<file path="config.mk">
export PLATFORM = sky130hd
export DESIGN_NAME = tag_config_status_registers
export DESIGN_NICKNAME = d
export VERILOG_FILES = /design/src/dummy_never.v /design/src/tag_config_status_registers.v
export VERILOG_INCLUDE_DIRS = /design/src
export SDC_FILE = /design/constraint.sdc
export NUM_CORES = 1
export LEC_CHECK = 0
export BUFFER_PORTS_ARGS = -buffer_cell sky130_fd_sc_hd__buf_2
export CORE_MARGIN = 2
export CORE_UTILIZATION = 50
export CTS_BUF_LIST = sky130_fd_sc_hd__clkbuf_4 sky130_fd_sc_hd__clkbuf_8
export DETAILED_ROUTE_END_ITERATION = 6
export HOLD_SLACK_MARGIN = 0.06
export PLACE_DENSITY = 0.72
export SLEW_MARGIN = 20
export SYNTH_ARGS = -nofsm -noshare
export SYNTH_HDL_FRONTEND = slang
export SYNTH_SLANG_ARGS = --single-unit
</file>
<file path="constraint.sdc">
create_clock -name clk_sys -period 6.55 [get_ports clk_sys]
set_clock_uncertainty 0.15 [all_clocks]
set_input_delay 0.9825 -clock clk_sys [delete_from_list [all_inputs] [get_ports clk_sys]]
set_output_delay 0.9825 -clock clk_sys [all_outputs]
set_load 0.02 [all_outputs]
</file>
<file path="src/tag_regs_map.vh">
`ifndef TAG_REGS_MAP_VH
`define TAG_REGS_MAP_VH

// ************************************************************
// Register addresses (6-bit serial register space)
// ************************************************************
`define ADDR_PIN_PULLDOWN_CONFIG   6'h00
`define ADDR_PROTOCOL_MODE_CONFIG  6'h01
`define ADDR_LINK_RATE_CONFIG      6'h02
`define ADDR_TAG_STATE_DISPLAY     6'h04
`define ADDR_FRAME_PARAM_DISPLAY   6'h05

// ************************************************************
// Serial command byte layout
// ************************************************************
`define CMD_KIND_HI                7
`define CMD_KIND_LO                6
`define CMD_KIND_WRITE             2'h0
`define CMD_KIND_READ              2'h1
`define CMD_KIND_DIRECT            2'h3
`define CMD_SET_DEFAULT_A          8'hc2
`define CMD_SET_DEFAULT_B          8'hc3

// ************************************************************
// Field positions
// ************************************************************
`define PD_SELECTED_BIT            7
`define PD_IDLE_BIT                6
`define PD_USED_MASK               8'hc0
`define MODE_HI                    5
`define MODE_LO                    4
`define RX_NO_CRC_BIT              3
`define RX_BITSTREAM_BIT           2
`define TX_NO_CRC_BIT              1
`define TX_BITSTREAM_BIT           0
`define NV_MODE_HI                 12
`define NV_MODE_LO                 7

// ************************************************************
// Mode and rate encodings, reset values
// ************************************************************
`define MODE_TRANSPORT             2'h0
`define MODE_ANTICOLL              2'h1
`define MODE_FRAMING               2'h2
`define MODE_TRANSPARENT           2'h3
`define RATE_DIV128                4'h0
`define RATE_DIV64                 4'h1
`define RATE_DIV32                 4'h2
`define RATE_DIV16                 4'h3
`define LINK_RATE_RESET            8'h00
`define FRAME_PARAM_RESET          8'h00

`endif

</file>
<file path="src/dummy_never.v">
`timescale 1ns/100ps
`default_nettype none
`default_nettype wire

</file>
<file path="src/tag_config_status_registers.v">
// Functional notes
// Select low, bit7 set, not driving: pull data-out line down.
// Select high, bit6 set: pull data-out line down.
// Pull-down register has no reset value; unknown until written.
// Mode bits 5:4: transport, anticollision, framing, transparent.
// Protocol mode written by register forces protocol logic to transport; code forces only on transport or anticollision writes.
// Receive no-CRC bit: skip CRC check, keep CRC bytes in FIFO.
// Receive bit-stream bit: raw bits to FIFO, no parity or CRC.
// Transmit no-CRC bit: no CRC generated on sent frames.
// Transmit bit-stream bit: send FIFO bits raw, no parity or CRC.
// At power-up the six low mode bits load from config bits 12:7.
// Rate register: tx code 7:4, rx code 3:0, zero on defaults.
// In transport mode a parameter selection overwrites the rate register.
// Codes 0..3 give carrier/128, /64, /32, /16; others reserved.
// A reserved rate code disables that transmit or receive path.
// Status bit 7 reads the field power-on signal.
// Status bits 6:4 mirror the tag state machine directly.
// Controller must not trust status reads taken during reception.
// Frame register bits 7:4 hold the reader's frame size index.
// Frame register bits 3:0 hold the assigned card identifier.
// Frame register zero on defaults, updated only in transport mode.
// Restore-defaults command C2 or C3 acts as power-up initialization.
// Config registers read and write, display registers read only.
// Reserved bits ignore writes and read as zero.
`timescale 1ns/100ps
`default_nettype none
`include "tag_regs_map.vh"

module tag_config_status_registers (
  input  wire       clk_sys,
  input  wire       srst,
  input  wire       clk_en,
  input  wire       spi_ss_n,
  input  wire       spi_sck,
  input  wire       spi_mosi,
  output reg        spi_miso_out,
  output reg        spi_miso_oe_n,
  output reg        dout_pulldown_on,
  input  wire       field_power_on,
  input  wire [2:0] tag_state,
  input  wire [15:0] nv_config_word,
  input  wire       pps_valid,
  input  wire [3:0] pps_tx_code,
  input  wire [3:0] pps_rx_code,
  input  wire       rats_valid,
  input  wire [3:0] rats_fsdi,
  input  wire [3:0] rats_cid,
  output reg  [1:0] proto_mode,
  output reg        force_transport,
  output reg        rx_no_crc,
  output reg        rx_bitstream,
  output reg        tx_no_crc,
  output reg        tx_bitstream,
  output reg  [3:0] tx_speed_code,
  output reg  [3:0] rx_speed_code,
  output reg  [7:0] tx_clk_div,
  output reg  [7:0] rx_clk_div,
  output reg        tx_enable,
  output reg        rx_enable
);

  // ************************************************************
  // Helper functions
  // ************************************************************

  // Carrier divider for a rate code, zero when reserved
  function [7:0] rate_div;
    input [3:0] code;
    begin
      case (code)
        `RATE_DIV128: rate_div = 8'h80;
        `RATE_DIV64:  rate_div = 8'h40;
        `RATE_DIV32:  rate_div = 8'h20;
        `RATE_DIV16:  rate_div = 8'h10;
        default:      rate_div = 8'h00;
      endcase
    end
  endfunction

  // ************************************************************
  // Register storage
  // ************************************************************
  reg [7:0] pin_pulldown_config_reg;
  reg [5:0] protocol_mode_config_reg;
  reg [7:0] link_rate_config_reg;
  reg [7:0] frame_param_display_reg;
  reg       init_pending_reg;

  wire dout_pulldown_selected = pin_pulldown_config_reg[`PD_SELECTED_BIT];
  wire dout_pulldown_idle     = pin_pulldown_config_reg[`PD_IDLE_BIT];

  // ************************************************************
  // Pin synchronisers: three stages, stage two and three must agree
  // ************************************************************
  reg [2:0] pin_s1_reg;
  reg [2:0] pin_s2_reg;
  reg [2:0] pin_s3_reg;
  reg [2:0] pin_f_reg;
  wire [2:0] pin_raw = {spi_mosi, spi_sck, spi_ss_n};

  // Glitch filter trades one cycle of latency for immunity to slow edges
  always @(posedge clk_sys) begin
    if (srst) begin
      pin_s1_reg <= 3'h1;
      pin_s2_reg <= 3'h1;
      pin_s3_reg <= 3'h1;
      pin_f_reg  <= 3'h1;
    end else if (clk_en) begin
      pin_s1_reg <= pin_raw;
      pin_s2_reg <= pin_s1_reg;
      pin_s3_reg <= pin_s2_reg;
      pin_f_reg  <= (pin_s2_reg & (pin_s2_reg ~^ pin_s3_reg)) |
                    (pin_f_reg & (pin_s2_reg ^ pin_s3_reg));
    end
  end

  wire ss_f    = pin_f_reg[0];
  wire sck_f   = pin_f_reg[1];
  wire mosi_f  = pin_f_reg[2];
  wire agree_ss  = (pin_s2_reg[0] == pin_s3_reg[0]);
  wire agree_sck = (pin_s2_reg[1] == pin_s3_reg[1]);
  wire ss_fall   = agree_ss & ss_f & ~pin_s3_reg[0];
  wire sck_rise  = agree_sck & ~sck_f & pin_s3_reg[1] & ~ss_f;
  wire sck_fall  = agree_sck & sck_f & ~pin_s3_reg[1] & ~ss_f;

  // ************************************************************
  // Serial frame engine
  // ************************************************************
  reg [2:0] bit_cnt_reg;
  reg       first_byte_reg;
  reg [1:0] kind_reg;
  reg [5:0] addr_reg;
  reg [6:0] rx_shift_reg;
  reg [7:0] tx_shift_reg;
  reg       driving_reg;
  reg [7:0] read_data;

  wire [7:0] rx_byte   = {rx_shift_reg, mosi_f};
  wire       byte_done = sck_fall & (bit_cnt_reg == 3'h7);
  wire       cmd_done  = byte_done & first_byte_reg;
  // Later bytes of a read frame fetch the next register in line
  wire [5:0] rd_addr   = first_byte_reg ? rx_byte[5:0] :
                         (addr_reg + 6'h01);
  wire       start_read = byte_done &
               (first_byte_reg ? (rx_byte[`CMD_KIND_HI:`CMD_KIND_LO] ==
                                  `CMD_KIND_READ)
                               : (kind_reg == `CMD_KIND_READ));
  wire       reg_write = byte_done & ~first_byte_reg &
                         (kind_reg == `CMD_KIND_WRITE);
  wire       set_default = cmd_done &
                           ((rx_byte == `CMD_SET_DEFAULT_A) |
                            (rx_byte == `CMD_SET_DEFAULT_B));
  wire [7:0] wdata = rx_byte;

  // Read multiplexer; unmapped addresses and reserved bits read zero
  always @* begin
    read_data = 8'h00;
    case (rd_addr)
      `ADDR_PIN_PULLDOWN_CONFIG:
        read_data = pin_pulldown_config_reg & `PD_USED_MASK;
      `ADDR_PROTOCOL_MODE_CONFIG:
        read_data = {2'h0, protocol_mode_config_reg};
      `ADDR_LINK_RATE_CONFIG:
        read_data = link_rate_config_reg;
      `ADDR_TAG_STATE_DISPLAY:
        // Live view, may be caught mid-change during reception; see
        read_data = {field_power_on, tag_state, 4'h0};
      `ADDR_FRAME_PARAM_DISPLAY:
        read_data = frame_param_display_reg;
      default:
        read_data = 8'h00;
    endcase
  end

  // Bits are taken on falling clock, shifted out on rising clock
  always @(posedge clk_sys) begin
    if (srst) begin
      bit_cnt_reg    <= 3'h0;
      first_byte_reg <= 1'b1;
      kind_reg       <= 2'h0;
      addr_reg       <= 6'h00;
      rx_shift_reg   <= 7'h00;
      tx_shift_reg   <= 8'h00;
      driving_reg    <= 1'b0;
      spi_miso_out   <= 1'b0;
    end else if (clk_en) begin
      if (ss_fall | ss_f) begin
        bit_cnt_reg    <= 3'h0;
        first_byte_reg <= 1'b1;
        driving_reg    <= 1'b0;
      end else begin
        if (sck_fall) begin
          bit_cnt_reg  <= bit_cnt_reg + 3'h1;
          rx_shift_reg <= rx_byte[6:0];
        end
        if (byte_done) begin
          first_byte_reg <= 1'b0;
          if (first_byte_reg) begin
            kind_reg <= rx_byte[`CMD_KIND_HI:`CMD_KIND_LO];
            addr_reg <= rx_byte[5:0];
          end
          if (start_read) begin
            tx_shift_reg <= read_data;
            driving_reg  <= 1'b1;
          end
          // Address steps on so that one frame may cover several registers
          if (~first_byte_reg) begin
            addr_reg <= addr_reg + 6'h01;
          end
          if (~first_byte_reg & (kind_reg != `CMD_KIND_READ)) begin
            driving_reg <= 1'b0;
          end
        end
        if (sck_rise & driving_reg) begin
          spi_miso_out <= tx_shift_reg[7];
          tx_shift_reg <= {tx_shift_reg[6:0], 1'b0};
        end
      end
    end
  end

  // ************************************************************
  // Configuration registers and the frame parameter display register
  // ************************************************************

  // No reset: this register lives on the host-side supply; see
  always @(posedge clk_sys) begin
    if (clk_en & reg_write & (addr_reg == `ADDR_PIN_PULLDOWN_CONFIG)) begin
      pin_pulldown_config_reg <= wdata & `PD_USED_MASK;
    end
  end

  // Mode register: loaded from the nonvolatile word at init
  always @(posedge clk_sys) begin
    if (srst) begin
      init_pending_reg         <= 1'b1;
      protocol_mode_config_reg <= 6'h00;
      force_transport          <= 1'b0;
    end else if (clk_en) begin
      init_pending_reg <= 1'b0;
      force_transport  <= 1'b0;
      if (init_pending_reg | set_default) begin
        protocol_mode_config_reg <=
          nv_config_word[`NV_MODE_HI:`NV_MODE_LO];
      end else if (reg_write &
                   (addr_reg == `ADDR_PROTOCOL_MODE_CONFIG)) begin
        protocol_mode_config_reg <= wdata[5:0];
        // Only a transport or anticollision mode write forces transport level
        force_transport <= (wdata[`MODE_HI:`MODE_LO] ==
                            `MODE_TRANSPORT) |
                           (wdata[`MODE_HI:`MODE_LO] ==
                            `MODE_ANTICOLL);
      end
    end
  end

  wire in_transport = (protocol_mode_config_reg[`MODE_HI:`MODE_LO] ==
                       `MODE_TRANSPORT);

  // Rate register: reader's parameter selection beats a host write
  always @(posedge clk_sys) begin
    if (srst) begin
      link_rate_config_reg <= `LINK_RATE_RESET;
    end else if (clk_en) begin
      if (init_pending_reg | set_default) begin
        link_rate_config_reg <= `LINK_RATE_RESET;
      end else if (pps_valid & in_transport) begin
        link_rate_config_reg <= {pps_tx_code, pps_rx_code};
      end else if (reg_write & (addr_reg == `ADDR_LINK_RATE_CONFIG)) begin
        link_rate_config_reg <= wdata;
      end
    end
  end

  // Frame parameters: written only by the tag logic, never by the host
  always @(posedge clk_sys) begin
    if (srst) begin
      frame_param_display_reg <= `FRAME_PARAM_RESET;
    end else if (clk_en) begin
      if (init_pending_reg | set_default) begin
        frame_param_display_reg <= `FRAME_PARAM_RESET;
      end else if (rats_valid & in_transport) begin
        frame_param_display_reg <= {rats_fsdi, rats_cid};
      end
    end
  end

  // ************************************************************
  // Outputs to the framing logic and the pin driver
  // ************************************************************
  always @(posedge clk_sys) begin
    if (srst) begin
      proto_mode       <= `MODE_TRANSPORT;
      rx_no_crc        <= 1'b0;
      rx_bitstream     <= 1'b0;
      tx_no_crc        <= 1'b0;
      tx_bitstream     <= 1'b0;
      tx_speed_code    <= 4'h0;
      rx_speed_code    <= 4'h0;
      tx_clk_div       <= 8'h80;
      rx_clk_div       <= 8'h80;
      tx_enable        <= 1'b0;
      rx_enable        <= 1'b0;
      spi_miso_oe_n    <= 1'b1;
      dout_pulldown_on <= 1'b0;
    end else if (clk_en) begin
      proto_mode    <= protocol_mode_config_reg[`MODE_HI:`MODE_LO];
      rx_no_crc     <= protocol_mode_config_reg[`RX_NO_CRC_BIT];
      rx_bitstream  <= protocol_mode_config_reg[`RX_BITSTREAM_BIT];
      tx_no_crc     <= protocol_mode_config_reg[`TX_NO_CRC_BIT];
      tx_bitstream  <= protocol_mode_config_reg[`TX_BITSTREAM_BIT];
      tx_speed_code <= link_rate_config_reg[7:4];
      rx_speed_code <= link_rate_config_reg[3:0];
      tx_clk_div    <= rate_div(link_rate_config_reg[7:4]);
      rx_clk_div    <= rate_div(link_rate_config_reg[3:0]);
      tx_enable     <= (rate_div(link_rate_config_reg[7:4]) !=
                        8'h00);
      rx_enable     <= (rate_div(link_rate_config_reg[3:0]) != 8'h00);
      spi_miso_oe_n <= ~(driving_reg & ~ss_f);
      // Pull-down only where nobody drives; unknown bits give unknown pull
      if (ss_f) begin
        dout_pulldown_on <= dout_pulldown_idle;
      end else begin
        dout_pulldown_on <= dout_pulldown_selected &
                            ~driving_reg;
      end
    end
  end

endmodule // tag_config_status_registers
`default_nettype wire

</file>
== Word-level counts from Yosys, hierarchy flattened ==
Cells that the tools add are included.

* Divide/modulo/power cells: 0
* Shift operators: 0
* Bitwise gates (word level): 41
* Reductions and logical operators: 28
* $lt $le $gt $ge: 0
* Muxes and demuxes: 30
* $add $sub $neg: 2
* Multiply operators: 0
* Equality and inequality tests: 21

{| class="wikitable"
|+ Operator list
! operator !! count
|-
| $mux 8 || 12
|-
| $pmux 8 s4 || 2
|-
| $pmux 8 s5 || 1
|-
| $and 1x1->1 || 24
|-
| $mux 6 || 3
|-
| $eq 4x2->1 const B || 4
|-
| $eq 8x8->1 const B || 2
|-
| $reduce_bool 8->1 || 2
|-
| $eq 6x1->1 const B || 2
|-
| $eq 6x2->1 const B || 2
|-
| $eq 6x3->1 const B || 2
|-
| $logic_not 6->1 || 2
|-
| $reduce_and 3->1 || 4
|-
| $reduce_bool 2->1 || 6
|-
| $mux 1 || 10
|-
| $reduce_and 2->1 || 5
|-
| $eq 4x1->1 const B || 2
|-
| $logic_not 4->1 || 2
|-
| $not 1->1 || 8
|-
| $reduce_and 4->1 || 2
|-
| $add 6x1->6 const B || 1
|-
| $and 3x3->3 || 2
|-
| $eq 2x1->1 const B || 3
|-
| $logic_not 2->1 || 3
|-
| other kinds (10) || 16
|}

* Logic and storage cells: 153
* Bits in read-only memories: 0
* Input port bits: 44
* Bits in writable memories: 0
* Bits in latches: 0
* Register bits after elaboration: 101
* Memories kept: 0

== Depth between registers and ports, before layout ==
Gate-level depths: netlist of run 1.

* Depth after elaboration: 11
* Gate-level depth with buffers: 8
* Mapped depth without buffers: 7

== Worst setup path after synthesis of run 1 ==
Ideal clock, no wire load.

* Path kind: input to register
* Start point: input port clk_en
* End point: register bit_cnt_reg[2]
* Stages on the path: 5
* Setup time: 71 ps
* Setup slack: 3,817 ps
* Data arrival time: 2,512 ps
* Path buffers: 1
* Cell sequence: clkbuf_1 -> or3b_2 -> nor3b_1 -> nand2_1 -> a21oi_1

* Longest elaborated chain between the ends: 1

{| class="wikitable"
|+ Ends and longest elaborated chain
! element !! line !! source
|-
| start: declaration || tag_config_status_registers.v:32 || <nowiki>input wire clk_en,</nowiki>
|-
| $reduce_and 2->1 (no line) || -- ||
|-
| end signal: assignment || tag_config_status_registers.v:193 || <nowiki>bit_cnt_reg <= bit_cnt_reg + 3'h1;</nowiki>
|-
| end: declaration || tag_config_status_registers.v:129 || <nowiki>reg [2:0] bit_cnt_reg;</nowiki>
|}

No other way between the ends.
A chain may end at the register's enable or synchronous reset.

== Worst setup path after layout of run 1 ==
* Start point: register pin_s3_reg[1]
* End point: register link_rate_config_reg[1]

* Longest elaborated chain between the ends: 10
* Elaborated cells on any way between the ends: 15

{| class="wikitable"
|+ Ends and longest elaborated chain
! element !! line !! source
|-
| start: declaration || tag_config_status_registers.v:97 || <nowiki>reg [2:0] pin_s3_reg;</nowiki>
|-
| start signal: assignment || tag_config_status_registers.v:111 || <nowiki>pin_s3_reg <= pin_s2_reg;</nowiki>
|-
| $eq 1x1->1 || tag_config_status_registers.v:121 || <nowiki>wire agree_sck = (pin_s2_reg[1] == pin_s3_reg[1]);</nowiki>
|-
| $and 1x1->1 || tag_config_status_registers.v:124 || <nowiki>wire sck_fall = agree_sck & sck_f & ~pin_s3_reg[1] & ~ss_f;</nowiki>
|-
| $and 1x1->1 * (2 in a row) || tag_config_status_registers.v:124 ||
|-
| $and 1x1->1 * || tag_config_status_registers.v:139 || <nowiki>wire byte_done = sck_fall & (bit_cnt_reg == 3'h7);</nowiki>
|-
| $and 1x1->1 (on tied branches) || tag_config_status_registers.v:140, tag_config_status_registers.v:148 ||
|-
| $and 1x1->1 (on tied branches) || tag_config_status_registers.v:150, tag_config_status_registers.v:148 ||
|-
| $or 1x1->1 or $and 1x1->1 (tied branches) || tag_config_status_registers.v:265, tag_config_status_registers.v:269 ||
|-
| $reduce_bool 3->1 (no line) || -- ||
|-
| $reduce_and 2->1 (no line) || -- ||
|-
| end signal: assignment || tag_config_status_registers.v:266 || <nowiki>link_rate_config_reg <= `LINK_RATE_RESET;</nowiki>
|-
| end signal: assignment || tag_config_status_registers.v:268 || <nowiki>link_rate_config_reg <= {pps_tx_code, pps_rx_code};</nowiki>
|-
| end signal: assignment || tag_config_status_registers.v:270 || <nowiki>link_rate_config_reg <= wdata;</nowiki>
|-
| end: declaration || tag_config_status_registers.v:85 || <nowiki>reg [7:0] link_rate_config_reg;</nowiki>
|}

Every way passes the cells marked *; elsewhere a longest branch is shown, timed or not.

==> results of run 1 <==
cell usage in the layout, fill, tap and decap left out, drive strengths merged, types with 11 or more instances in the layout:
cell type and instances:
a211o 11, a21oi 37, and2 14, buf 64
dfxtp 91, inv 26, mux2i 46, nand2 39
nand3 13, nor2 61, nor2b 16, o211ai 12
o21ai 11
routing by layer:
metal  GRT usage  up-vias
met2       0.360      129
met4      0.0624        0
li1            -     1997
met3      0.0552       10
met1       0.333     1974
met5           0        -
tightest hold or removal path, cell delays in order, from the launching register on:
cell	delay [ns]
dfxtp_1	0.32
nand2_1	0.06
a21oi_1	0.05
area by class of cell:
class,count,area [µm²],area share
clock buffers,9,124,0.0234
clock inverters,6,119,0.0224
inverters,23,86.3,0.0163
multi-input cells,387,2600,0.490
flip-flops and latches,93,1880,0.355
well taps,129,161,0.0305
repair buffers,64,328,0.0619
kinds of logic after synthesis:
family	Yosys count	share of synthesized area
AO/OA/AOI/OAI	133	0.200
XOR/XNOR	1	0.00581
adder cells (fa/ha/maj)	9	0.0238
buffers and inverters	67	0.0631
flip-flops	93	0.397
multiplexers	49	0.104
other	1	0.000791
AND/OR/NAND/NOR	187	0.205
worst min path at each step:
stage	start	to	slack, ns	depth (start not counted)
global placement	tx_shift_reg[0]	tx_shift_reg[0]	0.29	2
global route	rx_enable	rx_enable	0.34	2
CTS	tx_shift_reg[0]	tx_shift_reg[0]	0.31	2
floorplan	pin_s1_reg[0]	pin_s2_reg[0]	0.28	1
detailed placement	pin_s1_reg[0]	pin_s2_reg[0]	0.30	1
finish	tx_shift_reg[0]	tx_shift_reg[0]	0.32	2
through the flow:
stage / std cells / total power [µW] / hold slack, ns
after floorplan: 547 / 675 / 0.281
after global placement: 696 / 698 / 0.290
after detailed placement: 696 / 700 / 0.297
after CTS: 711 / 1160 / 0.313
after global routing: 711 / 1200 / 0.341
final: 711 / 1160 / 0.317
power by group:
| group | total [µW] | switching (µW) | internal (µW) | leakage (µW) |
|---|---|---|---|---|
| Sequential | 593 | 13.4 | 580 | 0.000762 |
| Clock | 468 | 211 | 257 | 0.000122 |
| Combinational | 95.7 | 59.6 | 36.1 | 0.00126 |
| Total | 1160 | 284 | 873 | 0.00214 |
==> flow_metrics.env, run 1 <==
export IMPL_synth_largest_area_cell="dfxtp_1"
export IMPL_cellPowerDensity_nw_per_um2=218
export IMPL_ys_flop_type="dfxtp_1"
export IMPL_path_max_fanout=9
export IMPL_rsz0062_at_grt="no"
export IMPL_coreArea_um2=9240
export IMPL_vias=4110
export IMPL_ios=80
export IMPL_end_kind="flip-flop"
export IMPL_tightest_slew_ns=0.954
export IMPL_clockRootBuffer="clkbuf_8"
export IMPL_finalCriticalPeriod_ns=3.12
export IMPL_yosysMostFrequentCell="dfxtp_1"
export IMPL_worstSkewPairLatency_ns=0.37
export IMPL_finalNetCount=631
export IMPL_period_share=0.476
export IMPL_clk_pin_slew_worst_paths_ns=0.10
export IMPL_worstSetupStartpoint="pin_s3_reg[1]"
export IMPL_hold_path_class="flip-flop to flip-flop"
export IMPL_num_rows=35
export IMPL_io_buffer_count=61
export IMPL_clock_path_buffers=2
export IMPL_syn_cell_area_um2=4740
export IMPL_synth_top_area_share=0.384
export IMPL_avgSynthCellArea_um2=8.78
export IMPL_synth_cell_types=60
export IMPL_wl_met1_um=5390
export IMPL_ctsHoldBuffers=0
export IMPL_fin_util=0.573
export IMPL_worstPathCellList="ha_1 > nor4b_4 > nand4b_2 > o311ai_2 > nand2_1 > o41ai_1"
export IMPL_initial_core_util=0.513
export IMPL_yosys_warnings=0
export IMPL_top_layer_used="met4"
export IMPL_yosysSeqAreaShare=0.397
export IMPL_tns_ns=0
export IMPL_cts_tree="yes"
export IMPL_maxCapViolations=0
export IMPL_reg2reg_depth=6
export IMPL_drv_slew=0
export IMPL_grt_remaining_overflow=0
export IMPL_dr_wl_met2_um=5320
export IMPL_status="completed"
export IMPL_cp_start_kind="flip-flop"
export IMPL_gp_congestion=0.873
export IMPL_antenna_found_initial=0
export IMPL_postSynthCellCount=540
export IMPL_peakVddDrop_v=0.000176
export IMPL_setup_worst_path_end="link_rate_config_reg[1]"
export IMPL_relSlewSlack=0.363
export IMPL_synth_edf_count=2
export IMPL_hold_viol=0
export IMPL_drtIter0Drc=229
export IMPL_fmax_mhz=320
export IMPL_place_hpwl_um=8160
export IMPL_grt_max_degree=54
export IMPL_vias_per_cell=5.78
export IMPL_path_buf_inv=0
export IMPL_numCtsBuffers=9
export IMPL_cp_required_ns=6.66
export IMPL_postPlaceCellArea_um2=5040
export IMPL_cts_sinks=93
export IMPL_design_area_um2=5300
export IMPL_path_depth=6
export IMPL_synth_seq_cells=93
export IMPL_grt_pass1_wl_um=19000
export IMPL_slowest_delay_ns=0.71
export IMPL_htreeDepth=3
export IMPL_arrival_ns=3.23
export IMPL_synth_common_cells="dfxtp_1 (91), nor2_1 (61), mux2i_1 (46)"
export IMPL_drc=0
export IMPL_setup_violations=0
export IMPL_crit_slowest_cell="o311ai_2"
export IMPL_criticalPathCategory="flip-flop to flip-flop"
export IMPL_r2r_slack_ns=3.43
export IMPL_fillers=845
export IMPL_routedWlPerCell_um=16.4
export IMPL_wl_met3_um=808
export IMPL_antennaDiodeCount=0
export IMPL_setup_slack_ns=3.43
export IMPL_drive_gt1_frac=0.165
export IMPL_grt_use_total=0.235
export IMPL_crit_family="compound AO/OA/AOI/OAI gates"
export IMPL_r2r_start="pin_s3_reg[1]"
export IMPL_cts_resized=0
export IMPL_die_h_um=101
export IMPL_dr_pass1_iters=5
export IMPL_routed_wl_um=11600
export IMPL_dieArea_um2=10300
export IMPL_ant_nets=0
export IMPL_cts_setup_buffers=0
export IMPL_ys_top_cells_by_area="dfxtp_1 (38%), mux2i_1 (9.7%), nor2_1 (4.8%), a21oi_1 (3.8%), nand2_1 (3.1%)"
export IMPL_grt_pass1_vias=3754
export IMPL_dp_slack_ns=3.12
export IMPL_r2r_end="link_rate_config_reg[1]"
export IMPL_leakage_uw=0.00214
export IMPL_syn_to_final_growth_pct=11.8
export IMPL_async_flop_share=0
export IMPL_die_w_um=101
No activity file was read; power rests on OpenSTA's default activity.
==> run 2: changes to the inputs <==
Settings changed: PLACE_DENSITY 0.72 to 0.75.
Clock period 6.55 ns to 2.54 ns, I/O delays scaled along.
==> run 2 against run 1 <==
  * Register-to-register slack worse by 3.3 ns
  * Sequential share of layout area is 1.4 points lower
  * Die area stayed put
  * Wire length is 7.5% higher
  * Final area is 4.4% higher
  * Sequential cell count stayed put
  * First-iteration DRC count is 55% higher
  * Largest power group unchanged
==> flow_metrics.env, run 2 (synthesis results as in run 1) <==
export IMPL_cp_start_kind="flip-flop"
export IMPL_fmax_mhz=410
export IMPL_status="completed"
export IMPL_final_common_cell="dfxtp_1"
export IMPL_path_buf_inv=0
export IMPL_end_kind="flip-flop"
export IMPL_fin_cells=743
export IMPL_finalNetCount=662
export IMPL_dr_pass1_iters=5
export IMPL_hold_path_class="primary input to flip-flop"
export IMPL_dieArea_um2=10300
export IMPL_syn_to_final_growth_pct=16.7
export IMPL_num_rows=35
export IMPL_criticalPathCategory="flip-flop to flip-flop"
export IMPL_antenna_found_initial=0
export IMPL_grt_use_total=0.253
export IMPL_peakVddDrop_v=0.000391
export IMPL_grt_pass1_wl_um=20700
export IMPL_routed_wl_um=12500
export IMPL_coreArea_um2=9240
export IMPL_grt_max_degree=38
export IMPL_arrival_ns=2.55
export IMPL_numCtsBuffers=9
export IMPL_period_share=0.960
export IMPL_tightest_slew_ns=0.607
export IMPL_ios=80
export IMPL_cp_required_ns=2.65
export IMPL_ant_nets=0
export IMPL_worstSkewPairLatency_ns=0.36
export IMPL_worstPathCellList="ha_4 > nor4b_4 > nand4b_2 > or4b_4 > a21o_4 > a221oi_1"
export IMPL_setup_violations=0
export IMPL_initial_core_util=0.513
export IMPL_relSlewSlack=0.594
export IMPL_drtIter0Drc=356
export IMPL_die_h_um=101
export IMPL_leakage_uw=0.00226
export IMPL_cts_tree="yes"
export IMPL_slowest_delay_ns=0.55
export IMPL_crit_slowest_cell="or4b_4"
export IMPL_vias=4294
export IMPL_cts_sinks=93
export IMPL_layout_common_cells="dfxtp_1 (88), nor2_1 (61), buf_2 (61), mux2i_1 (45), nand2_1 (38)"
export IMPL_htreeDepth=3
export IMPL_io_buffer_count=61
export IMPL_clock_path_buffers=2
export IMPL_gp_congestion=0.902
export IMPL_die_w_um=101
export IMPL_hold_viol=0
export IMPL_clockRootBuffer="clkbuf_8"
export IMPL_setup_slack_ns=0.102
export IMPL_grt_pass1_vias=4109
export IMPL_place_hpwl_um=9070
export IMPL_fillers=816
export IMPL_drive_gt1_frac=0.218
export IMPL_crit_family="simple AND/OR/NAND/NOR gates"
export IMPL_finalCriticalPeriod_ns=2.44
export IMPL_drc=0
export IMPL_cellPowerDensity_nw_per_um2=499
export IMPL_place_inst=720
export IMPL_antennaDiodeCount=0
export IMPL_drv_slew=0
export IMPL_path_max_fanout=6
export IMPL_grt_remaining_overflow=0
export IMPL_dp_slack_ns=-0.0458
export IMPL_routedWlPerCell_um=16.9
export IMPL_clk_pin_slew_worst_paths_ns=0.10
export IMPL_maxCapViolations=0
export IMPL_vias_per_cell=5.78
## run 2: cell count changes in the layout (fill, tap and decap cells not counted), moves of 3 or more
cell,before,now
bufinv_16,3,0
dfxtp_2,0,3
buf_4,3,31
dfxtp_1,91,88
## run 2: report_power, final
group	switching, µW	total (µW)	internal, µW
registers	31.5	1530	1500
logic	164	276	111
clock network	577	958	381
## run 2: cell type report
cell class,instances,area (µm²),area share
clock buffers,9,124,0.0224
well taps,129,161,0.0292
inverters,23,86.3,0.0156
multi-input cells,387,2620,0.475
repair buffers,95,579,0.105
flip-flops and latches,93,1890,0.341
clock inverters,7,68.8,0.0124
## run 2: worst paths after layout
path	start	to	slack, ns	cells after the start
max reg2reg	pin_s2_reg[1]	protocol_mode_config_reg[1]	0.10	6
min	spi_sck	pin_s1_reg[1]	0.10	3
min reg2reg	tx_shift_reg[0]	tx_shift_reg[0]	0.32	2
max	pin_s2_reg[1]	protocol_mode_config_reg[1]	0.10	6
## run 2: worst reg2reg max path, delay by kind of cell (launching register included)
kind                       cells  cell delay [ns]
AOI/OAI and AO/OA              2             0.55
adders and majority gates      1             0.25
DFF                            1             0.36
and+or+nand+nor                3             1.03
## run 2: layer usage
| layer | wire (µm) | track usage | up-vias | part of all wire |
|---|---|---|---|---|
| li1 | - | - | 2061 | - |
| met1 | 5610 | 0.347 | 2044 | 0.45 |
| met3 | 838 | 0.0531 | 17 | 0.067 |
| met2 | 5880 | 0.413 | 172 | 0.47 |
| met5 | 0 | 0 | - | 0 |
| met4 | 197 | 0.0561 | 0 | 0.016 |
## run 2: through the flow
stage,utilization,hold WS [ns],setup TNS (ns),area (µm²),total power [µW]
detailed placement,0.567,0.298,-0.101,5240,1830
floorplan,-,0.281,0,4770,1740
CTS,0.593,0.0957,0,5480,2780
finish,0.598,0.102,0,5530,2760
global placement,0.567,0.285,0,5240,1820
global route,0.598,0.104,-0.00112,5530,2860
## run 2: what timing repair did
item / CTS / global route
hold buffers: 1 / 0
hold endpoints to repair: 1 / 0
endpoints found under the setup margin: 8 / 16
buffers inserted: 2 / 4
pin swaps: 2 / 1
gates resized for setup: 3 / 6
